File: src/include/agscr_cfg.svh
// addresses, field positions, reset values and counts of the gain/status/config slice
`ifndef AGSCR_CFG_SVH
`define AGSCR_CFG_SVH
`define AGSCR_A_GAIN 5'h0B
`define AGSCR_A_STAT 5'h0C
`define AGSCR_A_CFG 5'h0D
`define AGSCR_A_LOCK 5'h1F
`define AGSCR_A_MAP_LO 5'h00
`define AGSCR_A_MAP_HI 5'h1F
`define AGSCR_A_TYPE0_HI 5'h07
`define AGSCR_A_TYPE1_LO 5'h08
`define AGSCR_A_WR_LO 5'h08
`define AGSCR_GROUP_MASK 5'h03
`define AGSCR_GAIN_RST 24'h000000
`define AGSCR_STAT_RST 24'hA90000
`define AGSCR_CFG_RST 24'h386050
`define AGSCR_FLAGS_RST 6'h3F
`define AGSCR_GAIN_WMASK 24'h03FFFF
`define AGSCR_STAT_WMASK 24'hFFF000
`define AGSCR_CFG_WMASK 24'hFFE0FF
`define AGSCR_LOCK_PW 8'hA5
`define AGSCR_LK_CODE 23:16
`define AGSCR_ST_RDPOL 23:22
`define AGSCR_ST_WRINC 21
`define AGSCR_ST_IDLE 20
`define AGSCR_ST_MERGE 19
`define AGSCR_ST_CRCW 18
`define AGSCR_ST_DWIDTH 17:16
`define AGSCR_ST_CRCEN 15
`define AGSCR_ST_MAPINT 14
`define AGSCR_ST_HI 23:6
`define AGSCR_CF_OFFCAL 23
`define AGSCR_CF_GAINCAL 22
`define AGSCR_CF_NOISE_SPREADING_LEVEL 21:20
`define AGSCR_CF_BIAS 19:18
`define AGSCR_CF_PRE 17:16
`define AGSCR_GAIN_MAX 3'h5
`define AGSCR_GAIN_DELAY_TICKS 5'h18
`define AGSCR_PULSE_CYC 4'h4
`define AGSCR_CRC_POLY 16'h8005
`endif

File: src/include/agscr_pkg.sv
// shared types of the gain/status/config slice
package agscr_pkg;
   typedef logic [4:0] agscr_addr_t;
   typedef logic [23:0] agscr_word_t;
   typedef enum logic [1:0] {
      AGSCR_RD_HOLD = 2'h0,
      AGSCR_RD_GROUP = 2'h1,
      AGSCR_RD_TYPE = 2'h2,
      AGSCR_RD_MAP = 2'h3
   } agscr_rdpol_e;
endpackage

File: src/include/agscr_if.sv
// carrier between the register core, the address counter and the ready pin logic
`timescale 1ns/100ps
interface agscr_if;
   import agscr_pkg::*;
   logic load;
   agscr_addr_t load_addr;
   logic rd_step;
   logic wr_step;
   agscr_rdpol_e rd_pol;
   logic wr_inc;
   agscr_addr_t addr;
   logic gain_cal;
   logic merge;
   logic idle_drive;
   logic int_hold;
   logic [5:0] ch_ready;
   logic pin_out;
   logic pin_oe_n;
   modport ctr(input load, load_addr, rd_step, wr_step, rd_pol, wr_inc, output addr);
   modport pin(input gain_cal, merge, idle_drive, int_hold, output ch_ready, pin_out, pin_oe_n);
   modport core(output load, load_addr, rd_step, wr_step, rd_pol, wr_inc, gain_cal, merge, idle_drive,
                int_hold, input addr, ch_ready, pin_out, pin_oe_n);
endinterface

File: src/core/agscr_addr_ctr.sv
// register address counter with read and write increment policies
`timescale 1ns/100ps
`include "agscr_cfg.svh"
module agscr_addr_ctr (
   input wire logic mclk,
   input wire logic reset,
   agscr_if.ctr bus
);
   import agscr_pkg::*;

   agscr_addr_t addr_q;
   agscr_addr_t addr_d;

   // step inside [lo,hi], back to lo past the top
   function automatic agscr_addr_t wrap_inc(agscr_addr_t a, agscr_addr_t lo, agscr_addr_t hi);
      return (a >= hi || a < lo) ? lo : agscr_addr_t'(a + 5'h01);
   endfunction

   // window bounds for group and type looping
   wire agscr_addr_t grp_lo = bus.addr & ~`AGSCR_GROUP_MASK;
   wire agscr_addr_t grp_hi = bus.addr | `AGSCR_GROUP_MASK;
   wire in_type0 = bus.addr <= `AGSCR_A_TYPE0_HI;
   wire agscr_addr_t type_lo = in_type0 ? `AGSCR_A_MAP_LO : `AGSCR_A_TYPE1_LO;
   wire agscr_addr_t type_hi = in_type0 ? `AGSCR_A_TYPE0_HI : `AGSCR_A_MAP_HI;
   wire agscr_addr_t rd_next = (bus.rd_pol == AGSCR_RD_MAP) ? wrap_inc(bus.addr, `AGSCR_A_MAP_LO, `AGSCR_A_MAP_HI) :
                               (bus.rd_pol == AGSCR_RD_TYPE) ? wrap_inc(bus.addr, type_lo, type_hi) :
                               (bus.rd_pol == AGSCR_RD_GROUP) ? wrap_inc(bus.addr, grp_lo, grp_hi) :
                               bus.addr;
   wire agscr_addr_t wr_next = bus.wr_inc ? wrap_inc(bus.addr, `AGSCR_A_WR_LO, `AGSCR_A_MAP_HI) : bus.addr;
   assign addr_d = bus.load ? bus.load_addr : bus.rd_step ? rd_next : bus.wr_step ? wr_next : addr_q;
   assign bus.addr = addr_q;

   // load wins over stepping
   always_ff @(posedge mclk) begin
      if (reset) begin
         addr_q <= `AGSCR_A_MAP_LO;
      end else begin
         addr_q <= addr_d;
      end
   end
endmodule

File: src/core/agscr_ready_pin.sv
// per-channel ready delay, merged pulse and data ready pin driver
`timescale 1ns/100ps
`include "agscr_cfg.svh"
module agscr_ready_pin (
   input wire logic mclk,
   input wire logic reset,
   input wire logic [5:0] raw_ready,
   input wire logic modulator_digital_clock_tick,
   agscr_if.pin bus
);
   import agscr_pkg::*;

   logic [4:0] dly_q [6];
   logic [5:0] ch_ready_d;
   logic [5:0] ch_ready_q;
   logic [5:0] seen_q;
   logic [3:0] pulse_q;
   logic pin_out_q;
   logic pin_oe_n_q;

   // immediate ready, or end of the gain correction delay
   always_comb begin
      for (int i = 0; i < 6; i++) begin
         ch_ready_d[i] = (raw_ready[i] && !bus.gain_cal) || (modulator_digital_clock_tick && dly_q[i] == 5'h01);
      end
   end

   wire [5:0] seen_d = seen_q | ch_ready_q;
   wire fire = bus.merge ? (&seen_d) : (|ch_ready_q);

   // delay counters in modulator clock ticks
   always_ff @(posedge mclk) begin
      for (int i = 0; i < 6; i++) begin
         if (reset) begin
            dly_q[i] <= 5'h00;
         end else if (raw_ready[i] && bus.gain_cal) begin
            dly_q[i] <= `AGSCR_GAIN_DELAY_TICKS;
         end else if (modulator_digital_clock_tick && dly_q[i] != 5'h00) begin
            dly_q[i] <= dly_q[i] - 5'h01;
         end
      end
   end

   // pulse timing and pin level
   always_ff @(posedge mclk) begin
      if (reset) begin
         ch_ready_q <= 6'h00;
         seen_q <= 6'h00;
         pulse_q <= 4'h0;
         pin_out_q <= 1'b1;
         pin_oe_n_q <= 1'b1;
      end else begin
         ch_ready_q <= ch_ready_d;
         seen_q <= (bus.merge && !fire) ? seen_d : 6'h00;
         pulse_q <= fire ? `AGSCR_PULSE_CYC : (pulse_q != 4'h0) ? pulse_q - 4'h1 : 4'h0;
         pin_out_q <= !(bus.int_hold || pulse_q != 4'h0);
         pin_oe_n_q <= !(bus.int_hold || pulse_q != 4'h0 || bus.idle_drive);
      end
   end

   assign bus.ch_ready = ch_ready_q;
   assign bus.pin_out = pin_out_q;
   assign bus.pin_oe_n = pin_oe_n_q;
endmodule

File: src/core/agscr_regs.sv
// gain, status/communication and configuration register slice of the front end
`timescale 1ns/100ps
`include "agscr_cfg.svh"
// Operation
// - gain codes 0..5 give 1..32, rest unity
// - read address policy: map, type, group, hold
// - write address auto-increments or holds
// - idle ready pin high or floating
// - ready pulses merged or per channel
// - checksum sent 16 or 32 bits
// - output data width and padding select
// - communication checksum appended when enabled
// - map mismatch holds ready pin low
// - checksum still computed without interrupt
// - ready flags low when ready, reset on read
// - offset correction enable, no added delay
// - gain correction delays ready by 24 ticks
// - dithering strength select, reset maximum
// - bias current scale select
// - analog clock prescaler divide 1,2,4,8
// - password unlocks, clears checksum and interrupt
module agscr_regs (
   input wire logic mclk,
   input wire logic reset,
   input wire logic addr_load,
   input wire agscr_pkg::agscr_addr_t addr_load_value,
   input wire logic write_strobe,
   input wire agscr_pkg::agscr_word_t write_data,
   input wire logic read_strobe,
   output agscr_pkg::agscr_word_t read_data,
   output logic read_valid,
   output agscr_pkg::agscr_addr_t current_addr,
   input wire logic [5:0] raw_ready,
   input wire logic modulator_digital_clock_tick,
   output logic data_ready_n_pin_out,
   output logic data_ready_n_pin_oe_n,
   output logic [17:0] channel_gain_log2,
   output logic comm_checksum_enable,
   output logic comm_checksum_wide,
   output logic [1:0] output_width_code,
   output logic offset_correction_enable,
   output logic gain_correction_enable,
   output logic [1:0] noise_spreading_level,
   output logic [1:0] bias_current_select,
   output logic analog_master_clock_en,
   output logic [15:0] map_checksum_value,
   output logic map_checksum_error
);
   import agscr_pkg::*;

   agscr_if bus ();

   agscr_word_t gain_q;
   agscr_word_t stat_q;
   agscr_word_t cfg_q;
   logic [5:0] flags_q;
   logic [5:0] flags_d;
   logic [7:0] lock_q;
   logic [15:0] crc_ref_q;
   logic [15:0] crc_q;
   logic crc_err_q;
   agscr_word_t rdata_q;
   logic rvalid_q;
   logic [17:0] gain_log2_q;
   logic [17:0] gain_log2_d;
   logic [2:0] pre_cnt_q;
   logic analog_master_clock_en_q;

   // merge written bits under a writable mask
   function automatic agscr_word_t masked_write(agscr_word_t old, agscr_word_t nw, agscr_word_t mask);
      return (old & ~mask) | (nw & mask);
   endfunction

   // reserved gain codes fall back to unity
   function automatic logic [2:0] gain_log2(logic [2:0] code);
      return (code > `AGSCR_GAIN_MAX) ? 3'h0 : code;
   endfunction

   // checksum over the stored configuration words
   function automatic logic [15:0] map_crc(logic [71:0] msg);
      logic [15:0] c;
      c = 16'h0000;
      for (int i = 71; i >= 0; i--) begin
         c = (c[15] ^ msg[i]) ? ((c << 1) ^ `AGSCR_CRC_POLY) : (c << 1);
      end
      return c;
   endfunction

   // address counter and ready pin
   agscr_addr_ctr u_addr_ctr (
      .mclk(mclk),
      .reset(reset),
      .bus(bus.ctr)
   );

   agscr_ready_pin u_ready_pin (
      .mclk(mclk),
      .reset(reset),
      .raw_ready(raw_ready),
      .modulator_digital_clock_tick(modulator_digital_clock_tick),
      .bus(bus.pin)
   );

   // access decode
   wire unlocked = lock_q == `AGSCR_LOCK_PW;
   wire hit_gain = bus.addr == `AGSCR_A_GAIN;
   wire hit_stat = bus.addr == `AGSCR_A_STAT;
   wire hit_cfg = bus.addr == `AGSCR_A_CFG;
   wire hit_lock = bus.addr == `AGSCR_A_LOCK;
   wire wr_gain = write_strobe && hit_gain && unlocked;
   wire wr_stat = write_strobe && hit_stat && unlocked;
   wire wr_cfg = write_strobe && hit_cfg && unlocked;
   wire wr_lock = write_strobe && hit_lock;
   wire rd_stat = read_strobe && hit_stat;
   wire [7:0] lock_wcode = write_data[`AGSCR_LK_CODE];

   // read selection, unimplemented and unmapped bits read zero
   wire agscr_word_t rd_word = hit_gain ? (gain_q & `AGSCR_GAIN_WMASK) :
                               hit_stat ? {stat_q[`AGSCR_ST_HI], flags_q} :
                               hit_cfg ? (cfg_q & `AGSCR_CFG_WMASK) :
                               hit_lock ? {lock_q, crc_q} :
                               24'h000000;

   // checksum source and live value
   wire [71:0] crc_msg = {gain_q, stat_q[23:12], 12'h000, cfg_q};
   wire [15:0] crc_calc = map_crc(crc_msg);

   // flags: ready clears to zero, status read restores, ready wins
   assign flags_d = (flags_q | {6{rd_stat}}) & ~bus.ch_ready;

   // counter and pin control
   assign bus.load = addr_load;
   assign bus.load_addr = addr_load_value;
   assign bus.rd_step = read_strobe;
   assign bus.wr_step = write_strobe;
   assign bus.rd_pol = agscr_rdpol_e'(stat_q[`AGSCR_ST_RDPOL]);
   assign bus.wr_inc = stat_q[`AGSCR_ST_WRINC];
   assign bus.gain_cal = cfg_q[`AGSCR_CF_GAINCAL];
   assign bus.merge = stat_q[`AGSCR_ST_MERGE];
   assign bus.idle_drive = stat_q[`AGSCR_ST_IDLE];
   assign bus.int_hold = crc_err_q && stat_q[`AGSCR_ST_MAPINT];

   // gain decode per channel
   always_comb begin
      gain_log2_d = 18'h00000;
      for (int i = 0; i < 6; i++) begin
         gain_log2_d[i*3 +: 3] = gain_log2(gain_q[i*3 +: 3]);
      end
   end

   // prescaler terminal count: 0, 1, 3 or 7
   wire [2:0] pre_last = 3'((4'h1 << cfg_q[`AGSCR_CF_PRE]) - 4'h1);
   wire pre_wrap = pre_cnt_q >= pre_last;

   // register writes; reserved status bits are stored as written
   always_ff @(posedge mclk) begin
      if (reset) begin
         gain_q <= `AGSCR_GAIN_RST;
         stat_q <= `AGSCR_STAT_RST;
         cfg_q <= `AGSCR_CFG_RST;
         lock_q <= `AGSCR_LOCK_PW;
      end else begin
         if (wr_gain) gain_q <= masked_write(gain_q, write_data, `AGSCR_GAIN_WMASK);
         if (wr_stat) stat_q <= masked_write(stat_q, write_data, `AGSCR_STAT_WMASK);
         if (wr_cfg) cfg_q <= masked_write(cfg_q, write_data, `AGSCR_CFG_WMASK);
         if (wr_lock) lock_q <= lock_wcode;
      end
   end

   // ready flags
   always_ff @(posedge mclk) begin
      if (reset) begin
         flags_q <= `AGSCR_FLAGS_RST;
      end else begin
         flags_q <= flags_d;
      end
   end

   // map checksum: reference taken at lock, cleared while unlocked
   always_ff @(posedge mclk) begin
      if (reset) begin
         crc_ref_q <= 16'h0000;
         crc_q <= 16'h0000;
         crc_err_q <= 1'b0;
      end else begin
         if (wr_lock && unlocked && lock_wcode != `AGSCR_LOCK_PW) crc_ref_q <= crc_calc;
         crc_q <= unlocked ? 16'h0000 : crc_calc;
         crc_err_q <= unlocked ? 1'b0 : (crc_err_q || crc_calc != crc_ref_q);
      end
   end

   // read data capture
   always_ff @(posedge mclk) begin
      if (reset) begin
         rdata_q <= 24'h000000;
         rvalid_q <= 1'b0;
      end else begin
         rvalid_q <= read_strobe;
         if (read_strobe) rdata_q <= rd_word;
      end
   end

   // gain output and analog clock enable
   always_ff @(posedge mclk) begin
      if (reset) begin
         gain_log2_q <= 18'h00000;
         pre_cnt_q <= 3'h0;
         analog_master_clock_en_q <= 1'b0;
      end else begin
         gain_log2_q <= gain_log2_d;
         pre_cnt_q <= pre_wrap ? 3'h0 : pre_cnt_q + 3'h1;
         analog_master_clock_en_q <= pre_wrap;
      end
   end

   // outputs
   assign read_data = rdata_q;
   assign read_valid = rvalid_q;
   assign current_addr = bus.addr;
   assign data_ready_n_pin_out = bus.pin_out;
   assign data_ready_n_pin_oe_n = bus.pin_oe_n;
   assign channel_gain_log2 = gain_log2_q;
   assign comm_checksum_enable = stat_q[`AGSCR_ST_CRCEN];
   assign comm_checksum_wide = stat_q[`AGSCR_ST_CRCW];
   assign output_width_code = stat_q[`AGSCR_ST_DWIDTH];
   assign offset_correction_enable = cfg_q[`AGSCR_CF_OFFCAL];
   assign gain_correction_enable = cfg_q[`AGSCR_CF_GAINCAL];
   assign noise_spreading_level = cfg_q[`AGSCR_CF_NOISE_SPREADING_LEVEL];
   assign bias_current_select = cfg_q[`AGSCR_CF_BIAS];
   assign analog_master_clock_en = analog_master_clock_en_q;
   assign map_checksum_value = crc_q;
   assign map_checksum_error = crc_err_q;
endmodule

File: config.mk
export PLATFORM = sky130hd
export DESIGN_NAME = agscr_regs
export DESIGN_NICKNAME = d
export VERILOG_FILES = /design/src/include/agscr_pkg.sv /design/src/include/agscr_if.sv /design/src/core/agscr_addr_ctr.sv /design/src/core/agscr_ready_pin.sv /design/src/core/agscr_regs.sv
export VERILOG_INCLUDE_DIRS = /design/src /design/src/include
export SDC_FILE = /design/constraint.sdc
export NUM_CORES = 1
export LEC_CHECK = 0
export BUFFER_PORTS_ARGS = -buffer_cell sky130_fd_sc_hd__buf_2
export CORE_ASPECT_RATIO = 0.6
export CORE_MARGIN = 5
export CORE_UTILIZATION = 30
export DETAILED_ROUTE_END_ITERATION = 16
export PLACE_DENSITY = 0.49
export SLEW_MARGIN = 40
export SYNTH_ARGS = -nofsm -noshare
export SYNTH_HDL_FRONTEND = slang
export SYNTH_HIERARCHICAL = 1
export SYNTH_SLANG_ARGS = --single-unit
File: constraint.sdc
create_clock -name mclk -period 3.6 [get_ports mclk]
set_input_delay 0.54 -clock mclk [delete_from_list [all_inputs] [get_ports mclk]]
set_output_delay 0.54 -clock mclk [all_outputs]
set_load 0.01 [all_outputs]
Word-level counts from Yosys, hierarchy flattened:

Memory sizes are Yosys's and may differ from the RTL's.
Cells that the tools add are included.

* bits in registers: 189
* latch bits: 0
* bits in writable memories: 30
* ROM bits: 0
* bits of input ports: 41
* output and inout port bits: 78
* word-level logic and storage cells: 446
* memories: 1

* add/subtract/negate cells: 10
* $mul: 0
* divide/modulo/power cells: 0
* magnitude comparators: 15
* equality and inequality tests: 18
* shift operators: 1
* muxes and demuxes: 148
* bitwise gates (word level): 151
* reductions and logical operators: 76

Memory list
* u_ready_pin.dly_q: depth 6, bits a word 5, rd ports 6, clocked after memory_dff 0, wr ports 6, line agscr_ready_pin.sv:13 `logic [4:0] dly_q [6];`

Operators by type and width (number)
* $mux 16: 72
* $not 3->3: 71
* $mux 5: 24
* $mux 24: 4
* $xor 1x1->1: 59
* $mux 1: 45
* $logic_and 1x1->1: 36
* $eq 5x1->1 const B: 6
* $reduce_bool 5->1: 6
* $sub 5x1->5 const B: 6
* $or 12x24->24: 1
* $or 13x24->24: 1
* $or 24x18->24: 1
* $gt 3x3->1 const B: 6
* $reduce_or 2->1: 9
* $ne 16x16->1: 1
* $eq 5x4->1 const B: 3
* $logic_or 1x1->1: 13
* $or 1x1->1: 12
* $or 6x6->6: 2
* $ge 5x5->1: 2
* $lt 5x5->1: 2
* $eq 8x8->1 const B: 1
* $ne 8x8->1 const B: 1
* 28 further kinds: 35

Depth between registers and ports, before layout:

Gate-level depths: netlist of the first run.

* word-level depth: 145
* gate-level depth with buffers: 9
* gate-level depth less buffers: 9

Hierarchy:

Netlist of the first run, hierarchy kept.

Modules (own cells, without submodules)
* agscr_regs: instances 1, cells an instance 718, area an instance 6785.3 um^2, seq. area each 2862.7 um^2
* agscr_ready_pin: instances 1, cells an instance 224, area an instance 2321.0 um^2, seq. area each 1261.2 um^2
* agscr_addr_ctr: instances 1, cells an instance 78, area an instance 624.3 um^2, seq. area each 100.1 um^2

Worst setup path before layout of the first run:

OpenSTA, ideal clock, no wires.

* kind: register -> register
* start: register stat_q[22]
* end: register crc_err_q (netlist: map_checksum_error)
* setup time: 133 ps
* arrival time: 2512 ps
* required time: 3467 ps
* slack: 955 ps
* stages on the path, launching flop included: 8
* path buffers: 0
* clock period less this slack: 2645 ps
* cell sequence: dfxtp_1 -> xnor3_2 -> xnor2_1 -> xnor3_1 -> xnor2_1 -> or4_4 -> a2111oi_4 -> a31oi_1

* cells in the longest elaborated chain, start to end: 84
* elaborated cells between the ends (all ways): 129
* those cells by class: eq/ne: 1; mux: 47; bitwise: 80; reduce/logical: 1

RTL lines
* start, declared: line agscr_regs.sv:54 `agscr_word_t stat_q;`
* start signal, assigned: line agscr_regs.sv:159 `` stat_q <= `AGSCR_STAT_RST; ``
* start signal, assigned: line agscr_regs.sv:164 `` if (wr_stat) stat_q <= masked_write(stat_q, write_data, `AGSCR_STAT_WMASK); ``
* $xor 1x1->1 (*): line agscr_regs.sv:84 `` c = (c[15] ^ msg[i]) ? ((c << 1) ^ `AGSCR_CRC_POLY) : (c << 1); ``
* $mux 16 (*): line agscr_regs.sv:84
* $xor 1x1->1: line agscr_regs.sv:84
* $mux 16 (*): line agscr_regs.sv:84
* $xor 1x1->1: line agscr_regs.sv:84
* $mux 16 (*): line agscr_regs.sv:84
* $xor 1x1->1: line agscr_regs.sv:84
* $mux 16 (*): line agscr_regs.sv:84
* (+68 left out)
* $xor 1x1->1: line agscr_regs.sv:84
* $mux 16 (*): line agscr_regs.sv:84
* $xor 1x1->1: line agscr_regs.sv:84
* $mux 16 (*): line agscr_regs.sv:84
* $xor 1x1->1: line agscr_regs.sv:84
* $mux 16 (*): line agscr_regs.sv:84
* $ne 16x16->1 (*): line agscr_regs.sv:188 `crc_err_q <= unlocked ? 1'b0 : (crc_err_q || crc_calc != crc_ref_q);`
* $logic_or 1x1->1 (*): line agscr_regs.sv:188
* end signal, assigned: line agscr_regs.sv:188
* end, declared: line agscr_regs.sv:61 `logic crc_err_q;`

Every way passes the cells marked *; elsewhere a longest branch is shown, timed or not.
A chain may end at the register's enable or synchronous reset.

Worst setup path after layout of the first run:

* start: register gain_q[17]
* end: register crc_ref_q[0]

* cells in the longest elaborated chain, start to end: 120
* elaborated cells between the ends (all ways): 183
* those cells by class: mux: 66; bitwise: 117

RTL lines
* start, declared: line agscr_regs.sv:53 `agscr_word_t gain_q;`
* start signal, assigned: line agscr_regs.sv:158 `` gain_q <= `AGSCR_GAIN_RST; ``
* start signal, assigned: line agscr_regs.sv:163 `` if (wr_gain) gain_q <= masked_write(gain_q, write_data, `AGSCR_GAIN_WMASK); ``
* $xor 1x1->1 (*): line agscr_regs.sv:84
* $mux 16 (*): line agscr_regs.sv:84
* $xor 1x1->1: line agscr_regs.sv:84
* $mux 16 (*): line agscr_regs.sv:84
* $xor 1x1->1: line agscr_regs.sv:84
* $mux 16 (*): line agscr_regs.sv:84
* $xor 1x1->1: line agscr_regs.sv:84
* $mux 16 (*): line agscr_regs.sv:84
* (+104 left out)
* $xor 1x1->1: line agscr_regs.sv:84
* $mux 16 (*): line agscr_regs.sv:84
* $xor 1x1->1: line agscr_regs.sv:84
* $mux 16 (*): line agscr_regs.sv:84
* $xor 1x1->1: line agscr_regs.sv:84
* $mux 16 (*): line agscr_regs.sv:84
* $xor 1x1->1 (*): line agscr_regs.sv:84
* $mux 16 (*): line agscr_regs.sv:84
* end signal, assigned: line agscr_regs.sv:186 `` if (wr_lock && unlocked && lock_wcode != `AGSCR_LOCK_PW) crc_ref_q <= crc_calc; ``
* end, declared: line agscr_regs.sv:59 `logic [15:0] crc_ref_q;`

Marked as above.

==> results of run 1 <==
==> placed cells by master, fill, tap and decap left out, types with 14 or more instances in the layout <==
cell / n
buf_4: 23
a21oi_1: 64
nor2b_1: 16
ha_1: 28
dfxtp_1: 166
nand3_1: 18
clkbuf_16: 18
xnor2_1: 71
xor2_1: 27
edfxtp_1: 30
mux2i_1: 34
nor3_1: 14
inv_1: 33
buf_2: 117
nor2_1: 134
a211oi_1: 30
nand2_1: 111
==> final timing paths <==
path,startpoint,end,slack [ns],cells after the start
worst max register to register,gain_q[17],crc_ref_q[0],0.64,8
worst max-delay path,gain_q[17],crc_ref_q[0],0.64,8
worst min register to register,pre_cnt_q[0],pre_cnt_q[0],0.45,1
worst min-delay path,write_data[4],cfg_q[4],0.33,3
==> flip-flops by register name, indices dropped and copies added (netlist names), 3 cells and up <==
register                  count
u_ready_pin/dly_q            30
read_data                    24
cfg_q                        19
channel_gain_log2            18
gain_q                       18
crc_ref_q                    16
map_checksum_value           16
stat_q                       12
lock_q                        8
flags_q                       6
u_ready_pin/bus.ch_ready      6
u_ready_pin/seen_q            6
u_addr_ctr/bus.addr           5
u_ready_pin/pulse_q           4
pre_cnt_q                     3
==> cell families after synthesis <==
group / share of synthesized area
AND/OR/NAND/NOR: 0.176
flip-flops: 0.434
AO/OA/AOI/OAI: 0.132
XOR/XNOR: 0.146
buffers and inverters: 0.0391
multiplexers: 0.0361
adder cells (fa/ha/maj): 0.0360
==> metal layers <==
| layer | routed length [um] | vias up | track usage |
|---|---|---|---|
| li1 | - | 3748 | - |
| met1 | 16700 | 3766 | 0.279 |
| met2 | 11800 | 255 | 0.218 |
| met3 | 2580 | 23 | 0.0430 |
| met4 | 391 | 0 | 0.0410 |
| met5 | 0 | - | 0 |
==> report_power, final <==
part	switching [W]	internal, W	total [W]
Combinational	0.000363	0.000284	0.000647
Clock	0.000896	0.00107	0.00196
Sequential	0.0000824	0.00233	0.00241
==> cell type report <==
type | count | area [um2]
fillers | 3295 | 20800
multi-input cells | 733 | 5150
flip-flops and latches | 196 | 4220
repair buffers | 140 | 758
well taps | 424 | 531
clock buffers | 21 | 462
inverters | 35 | 131
clock inverters | 11 | 125
==> worst max-delay path, stage by stage (launching register included) <==
cell and delay, ns:
dfxtp_1 0.54, ha_1 0.35, xor2_2 0.21, xnor3_2 0.38, xnor2_2 0.28, xor3_2 0.47
xnor3_1 0.40, mux2i_1 0.14, nor2_1 0.06
==> stage by stage <==
| stage | setup slack (ns) | instance area (um2) | util | instances |
|---|---|---|---|---|
| after floorplan | 0.955 | 9730 | - | 1020 |
| final | 0.643 | 11400 | 0.353 | 1560 |
| after global routing | 0.509 | 11400 | 0.353 | 1560 |
| after detailed placement | 0.669 | 10800 | 0.335 | 1528 |
| after CTS | 0.663 | 11400 | 0.353 | 1560 |
| after global placement | 0.727 | 10800 | 0.335 | 1528 |
==> flow_summary.ini, run 1 <==
[grt]
grt_max_degree = 51
antenna_found_initial = 0
grt_overflow = 0
grtUsageTotal = 0.171
grt_pass1_wl_um = 47200
grt_pass1_vias = 7280

[timing]
period_minus_slack_ns = 2.96
max_freq_mhz = 338
rsz0062_at_grt = false
skew_ns = 0.0119
setup_viol = 0
fin_tns_setup_ns = 0
max_slew_margin = 0.554
hold-worst-slack_ns = 0.329
tightest_slew_ns = 0.669
fin_crit_sh = 0.821
hold_viol = 0
drv_slew = 0

[clock_network]
post_cts_buffers = 0
clock_latency_ns = 0.46
clockRootBuffer = clkbuf_16
clk_path_buf_depth = 2
clock-sinks = 196
cts_hold_buf = 0
cts_resized = 0
clk_pin_slew_ns = 0.08
numCtsBuffers = 17
cts_tree = yes
htreeDepth = 4

[min_path]
hold_class = input pin to flop

[critical_path]
cp_data_arrival_time_ns = 3.28
required_ns = 3.93
crit_type = flop to flop
worst_setup_path_end_kind = flop
cp-start-kind = flop
cp_max_fo = 7

[route]
vias_per_cell = 4.99
wire_per_inst_um = 20.1
ant_nets = 0
first_pass_iters = 5
wl_um = 31400
drt_iter0_drc = 706
via_count = 7792
drc_errors = 0

[yosys]
ys.flop_type = dfxtp_1
yosysWarnings = 6
synth_area_leaders = dfxtp_1, edfxtp_1, xnor2_1
synth.net_count = 1089
netlist_area_um2 = 9730
syn_inst = 1020
postSynth.asyncResetShare = 0
synth_edf_count = 30
synth.top_cells.by_count = dfxtp_1, nor2_1, nand2_1
avgSynthCellArea_um2 = 9.54
synth_top_area_frac = 0.342
yosysMostFrequentCell = dfxtp_1
ys_ff_latch = 196
ys_seq_area_frac = 0.434
synth.distinct_cells = 77
yosys.area.top_type = dfxtp_1

[final_layout]
syn_to_final_growth_pct = 16.9
layout-drive-gt1-share = 0.180
diodes = 0
fin_nets = 1192

[die]
design.core.area_um2 = 32200
die_area_um2 = 36300
die_y_um = 150
die_w_um = 243
ios = 119
rows = 51
initial_utilization = 0.302

[place]
gp_congestion = 0.856
dpl.hpwl_um = 23800
io_buffers = 118

[power]
powerDensity_nw_per_um2 = 441
ir_worst_vdd_mv = 0.352
power_w = 0.00502
p_leak_nw = 4.60

[status]
outcome = finished, final reports clean

[job]
cap_viol_max_count = 0
Power figures use the tool's default switching activity.
==> run 2: changes to the inputs <==
--- a/config.mk
+++ b/config.mk
@@ -11,7 +11,7 @@
 export CORE_MARGIN = 5
 export CORE_UTILIZATION = 30
 export DETAILED_ROUTE_END_ITERATION = 16
-export PLACE_DENSITY = 0.49
+export PLACE_DENSITY = 0.5
 export SLEW_MARGIN = 40
 export SYNTH_ARGS = -nofsm -noshare
 export SYNTH_HDL_FRONTEND = slang
==> constraint.sdc (replaced) <==
create_clock -name mclk -period 2.64 [get_ports mclk]
set_input_delay 0.396 -clock mclk [delete_from_list [all_inputs] [get_ports mclk]]
set_output_delay 0.396 -clock mclk [all_outputs]
set_load 0.01 [all_outputs]
==> run 2 against run 1 <==
Net effect:
- hold slack worse by 0.13 ns
- power up 39%
- largest cell class unchanged
- sequential share of layout area down 2.1 points
==> flow_summary.ini, run 2 (synthesis gave the netlist of run 1 again) <==
[critical_path]
cp_max_fo = 3
required_ns = 2.96
reg2reg_depth = 7
cp_data_arrival_time_ns = 2.89
crit_type = flop to flop
cp-start-kind = flop
worst_setup_path_end_kind = flop

[final_layout]
largest_reg_flops = 30
layout-drive-gt1-share = 0.252
nFillCells = 3225
largest-register = u_ready_pin/dly_q
final_common_cell = dfxtp_1
syn_to_final_growth_pct = 24.3
fin_nets = 1260
final_cell_mix = dfxtp_1, nor2_1, buf_2, nand2_1, buf_4
final_area_um2 = 12100
diodes = 0

[route]
drt_iter0_drc = 862
drc_errors = 0
wire_per_inst_um = 19.9
vias_per_cell = 4.92
first_pass_iters = 5
wl_um = 32400
ant_nets = 0
via_count = 8017

[timing]
setup_viol = 0
fin_crit_sh = 0.974
hold_viol = 0
period_minus_slack_ns = 2.57
fin_tns_setup_ns = 0
skew_ns = 0.0150
max_slew_margin = 0.494
drv_slew = 0
max_freq_mhz = 389
hold-worst-slack_ns = 0.203
rsz0062_at_grt = true
tightest_slew_ns = 0.759

[power]
switchingPower_w = 0.00182
seq_power_share = 0.470
powerDensity_nw_per_um2 = 575
ir_worst_vdd_mv = 0.483
clkPwrFrac = 0.392
swShare = 0.262
p_comb_frac = 0.138
internal_power_w = 0.00514
p_leak_nw = 5.02

[grt]
grt_pass1_wl_um = 48300
grt_max_degree = 67
grtUsageTotal = 0.176
antenna_found_initial = 1
grt_pass1_vias = 7560
grt_overflow = 0

[place]
gp_congestion = 0.870
dpl.hpwl_um = 24800
place_area_um2 = 11200
io_buffers = 118

[min_path]
hold_class = input pin to flop
hold_depth = 3

[clock_network]
clock_latency_ns = 0.44
htreeDepth = 4
clockRootBuffer = clkbuf_16
cts_hold_buf = 0
clk_path_buf_depth = 2
clk_pin_slew_ns = 0.07
clock-sinks = 196
cts_tree = yes
numCtsBuffers = 17

[die]
initial_utilization = 0.302
die_area_um2 = 36300
ios = 119
die_w_um = 243
die_y_um = 150
design.core.area_um2 = 32200
rows = 51

[job]
cap_viol_max_count = 0

[status]
outcome = finished, final reports clean
## run 2: area by class of cell
type,instances,area (um2),share of cell area
Timing Repair Buffer,208,1270,0.105
Clock inverter,11,121,0.0100
Multi-Input combinational cell,733,5310,0.439
Sequential cell,196,4240,0.350
Clock buffer,21,492,0.0406
Inverter,35,131,0.0109
Tap cell,424,531,0.0439
## run 2: path summary, 6_finish.rpt
kind                      start      endpoint  slack [ns]
setup reg to reg     stat_q[15]  crc_ref_q[0]        0.07
hold / removal    write_data[4]      cfg_q[4]        0.20
setup / recovery     stat_q[15]  crc_ref_q[0]        0.07
hold reg to reg    pre_cnt_q[0]  pre_cnt_q[0]        0.45
## run 2: critical path: stages (launching register included)
cell and delay, ns:
dfxtp_1 0.36, xnor2_2 0.31, xnor3_2 0.54, xnor2_2 0.21
xnor3_2 0.45, xnor3_1 0.38, mux2i_1 0.15, nor2_1 0.05
## run 2: metrics by stage
stage | cells | setup slack [ns] | util | total power, W
global placement | 1583 | -0.0251 | 0.347 | 0.00426
global route | 1628 | -0.0662 | 0.375 | 0.00723
finish | 1628 | 0.0683 | 0.375 | 0.00696
floorplan | 1020 | 0.00852 | - | 0.00394
detailed placement | 1583 | -0.0651 | 0.347 | 0.00426
CTS | 1624 | 0.00961 | 0.371 | 0.00701
## run 2: repair_timing
action                     CTS  global route
setup buffers                9             5
resized for setup           12            19
pin swaps                   11            11
setup endpoints to repair    5             7
## run 2: power groups by stage
stage	Clock, W	Combinational, W	Sequential (W)
after global placement	0	0.000919	0.00334
after global routing	0.00290	0.00104	0.00329
final	0.00273	0.000959	0.00327
after detailed placement	0	0.000916	0.00334
after CTS	0.00280	0.000941	0.00327
after floorplan	0	0.000598	0.00334
## run 2: metal layers
metal / track usage / share of wire / wire (um)
met5: 0 / 0 / 0
met4: 0.0405 / 0.012 / 385
met3: 0.0411 / 0.088 / 2860
met2: 0.219 / 0.37 / 11900
met1: 0.292 / 0.53 / 17300
==> run 3: changes to the inputs <==
--- a/config.mk
+++ b/config.mk
@@ -9,9 +9,9 @@
 export BUFFER_PORTS_ARGS = -buffer_cell sky130_fd_sc_hd__buf_2
 export CORE_ASPECT_RATIO = 0.6
 export CORE_MARGIN = 5
-export CORE_UTILIZATION = 30
+export CORE_UTILIZATION = 50
 export DETAILED_ROUTE_END_ITERATION = 16
-export PLACE_DENSITY = 0.5
+export PLACE_DENSITY = 0.75
 export SLEW_MARGIN = 40
 export SYNTH_ARGS = -nofsm -noshare
 export SYNTH_HDL_FRONTEND = slang
==> run 3 against run 2 <==
Net effect:
- the flow now finishes with violations (negative setup slack)
- die area fell by 38%
- register-to-register slack worse by 0.08 ns
- sequential power about the same
- via count rose by 3.6%
- final cell count down 11%
- setup slack worse by 0.077 ns
- global-route usage increased by 8.0 points
- power rose by 0.14%
- first-iteration DRC count is 25% higher
- hold slack gained 0.0016 ns
==> flow_summary.ini, run 3 (synthesis gave the netlist of run 1 again) <==
[status]
outcome = finished, violations left
violations = negative setup slack

[critical_path]
crit_type = flop to flop
required_ns = 2.95
worst_setup_path_end_kind = flop
cp_num_cells = 8
cp-start-kind = flop
cp_max_fo = 4
crit_slowest_cell = xnor3_2
max_stage_delay_ns = 0.46
path_common_cell = xnor3_2
cp_data_arrival_time_ns = 2.96
critPathTopFamily = XOR/XNOR gates
crit_path_cell_trace = xnor3_2 -> xnor3_2 -> xnor2_2 -> xor3_2 -> buf_6 -> xnor3_1 -> mux2i_1 -> nor2_1
reg2reg_depth = 8
worst-path-buf-inv = 1

[route]
wl_um = 29000
drt_iter0_drc = 1074
vias_per_cell = 5.70
ant_nets = 0
via_count = 8305
wire_per_inst_um = 19.9
first_pass_iters = 6
drc_errors = 0

[grt]
antenna_found_initial = 2
met1_usage = 0.410
grt_max_degree = 60
grt_pass1_wl_um = 44600
grtUsageMet3 = 0.0845
grt_overflow = 0
grt_pass1_vias = 7778
grt.busiest_layer = met1
grtUsageTotal = 0.255
grt_util_met2 = 0.324

[timing]
skew_ns = 0.0103
tightest_slew_ns = 0.705
hold_viol = 0
setup_viol = 1
fin_crit_sh = 1.00
rsz0062_at_grt = true
drv_slew = 0
max_freq_mhz = 378
setup_slack_ns = -0.00885
max_slew_margin = 0.522
period_minus_slack_ns = 2.65

[final_layout]
syn_to_final_growth_pct = 20.7
layout-drive-gt1-share = 0.240
final_util = 0.616
fin_nets = 1244
largest_reg_flops = 30
final_common_cell = dfxtp_1
largest-register = u_ready_pin/dly_q
final_cell_mix = dfxtp_1, nor2_1, buf_2, nand2_1, buf_4

[die]
rows = 39
die_y_um = 118
die_w_um = 190
initial_utilization = 0.510
design.core.area_um2 = 19100
die_area_um2 = 22400
ios = 119

[power]
powerDensity_nw_per_um2 = 593
ir_worst_vdd_mv = 0.429
p_leak_nw = 4.89

[place]
dpl.hpwl_um = 21500
gp_congestion = 0.931
io_buffers = 118
dpl_worst_slack_ns = -0.0363

[clock_network]
clk_path_buf_depth = 2
numCtsBuffers = 17
clock_latency_ns = 0.44
clockRootBuffer = clkbuf_16
clk_pin_slew_ns = 0.07
htreeDepth = 4
clock-sinks = 196
cts_tree = yes

[min_path]
hold_depth = 3
hold_class = input pin to flop

[job]
cap_viol_max_count = 0
## run 3: cell types whose count changed in the layout (fill, tap and decap cells not counted), sizes merged
cell / before / now
buf: 208 / 192
inv: 36 / 37
clkinv: 7 / 6
clkbuf: 21 / 19
bufinv: 2 / 3
clkinvlp: 1 / 2
diode: 0 / 2
## run 3: power breakdown
group	total, W	switching [W]	internal, W	leakage [nW]
Combinational	0.000942	0.000509	0.000433	2.93
Clock	0.00275	0.00121	0.00154	0.296
Sequential	0.00328	0.000104	0.00317	1.67
## run 3: timing repair
action / 4_1_cts / 5_1_grt
buffers inserted: 5 / 9
endpoints found under the setup margin: 3 / 8
gates resized for setup: 7 / 23
hold buffers: 0 / 0
pin swaps: 13 / 10
## run 3: worst paths after layout
path | start | endpoint | slack (ns)
worst max-delay path | gain_q[5] | crc_ref_q[0] | -0.009
worst min-delay path | write_data[6] | cfg_q[6] | 0.21
worst max register to register | gain_q[5] | crc_ref_q[0] | -0.009
worst min register to register | pre_cnt_q[0] | pre_cnt_q[0] | 0.46
## run 3: cell type report
type | count | area, um2
Inverter | 35 | 131
Fill cell | 1577 | 7330
Antenna cell | 2 | 5.00
Clock buffer | 19 | 443
Timing Repair Buffer | 192 | 1160
Tap cell | 266 | 333
Sequential cell | 196 | 4240
Clock inverter | 13 | 174
Multi-Input combinational cell | 733 | 5270
## run 3: per-stage QoR
step	hold WS (ns)	setup TNS (ns)	instance area, um2	power [W]	instances
3_3_place_gp	0.435	0	10900	0.00420	1408
4_1_cts	0.182	-0.0375	11600	0.00696	1445
2_1_floorplan	0.417	0	9730	0.00394	1020
6_report	0.205	-0.00885	11700	0.00697	1456
5_1_grt	0.206	-0.188	11700	0.00725	1456
3_5_place_dp	0.446	-0.0623	10900	0.00422	1408
## run 3: metal layers
metal	vias to the layer above	wire (um)
met5	-	0
met4	0	325
met3	23	3550
met2	485	11100
met1	3943	14000
li1	3854	-
## run 3: worst register-to-register path, delay by kind of cell, from the launching register on
kind / cells / cell delay, ns
xor+xnor: 5 / 1.81
buf+inv: 1 / 0.14
flops: 1 / 0.38
mux: 1 / 0.15
simple gates: 1 / 0.05
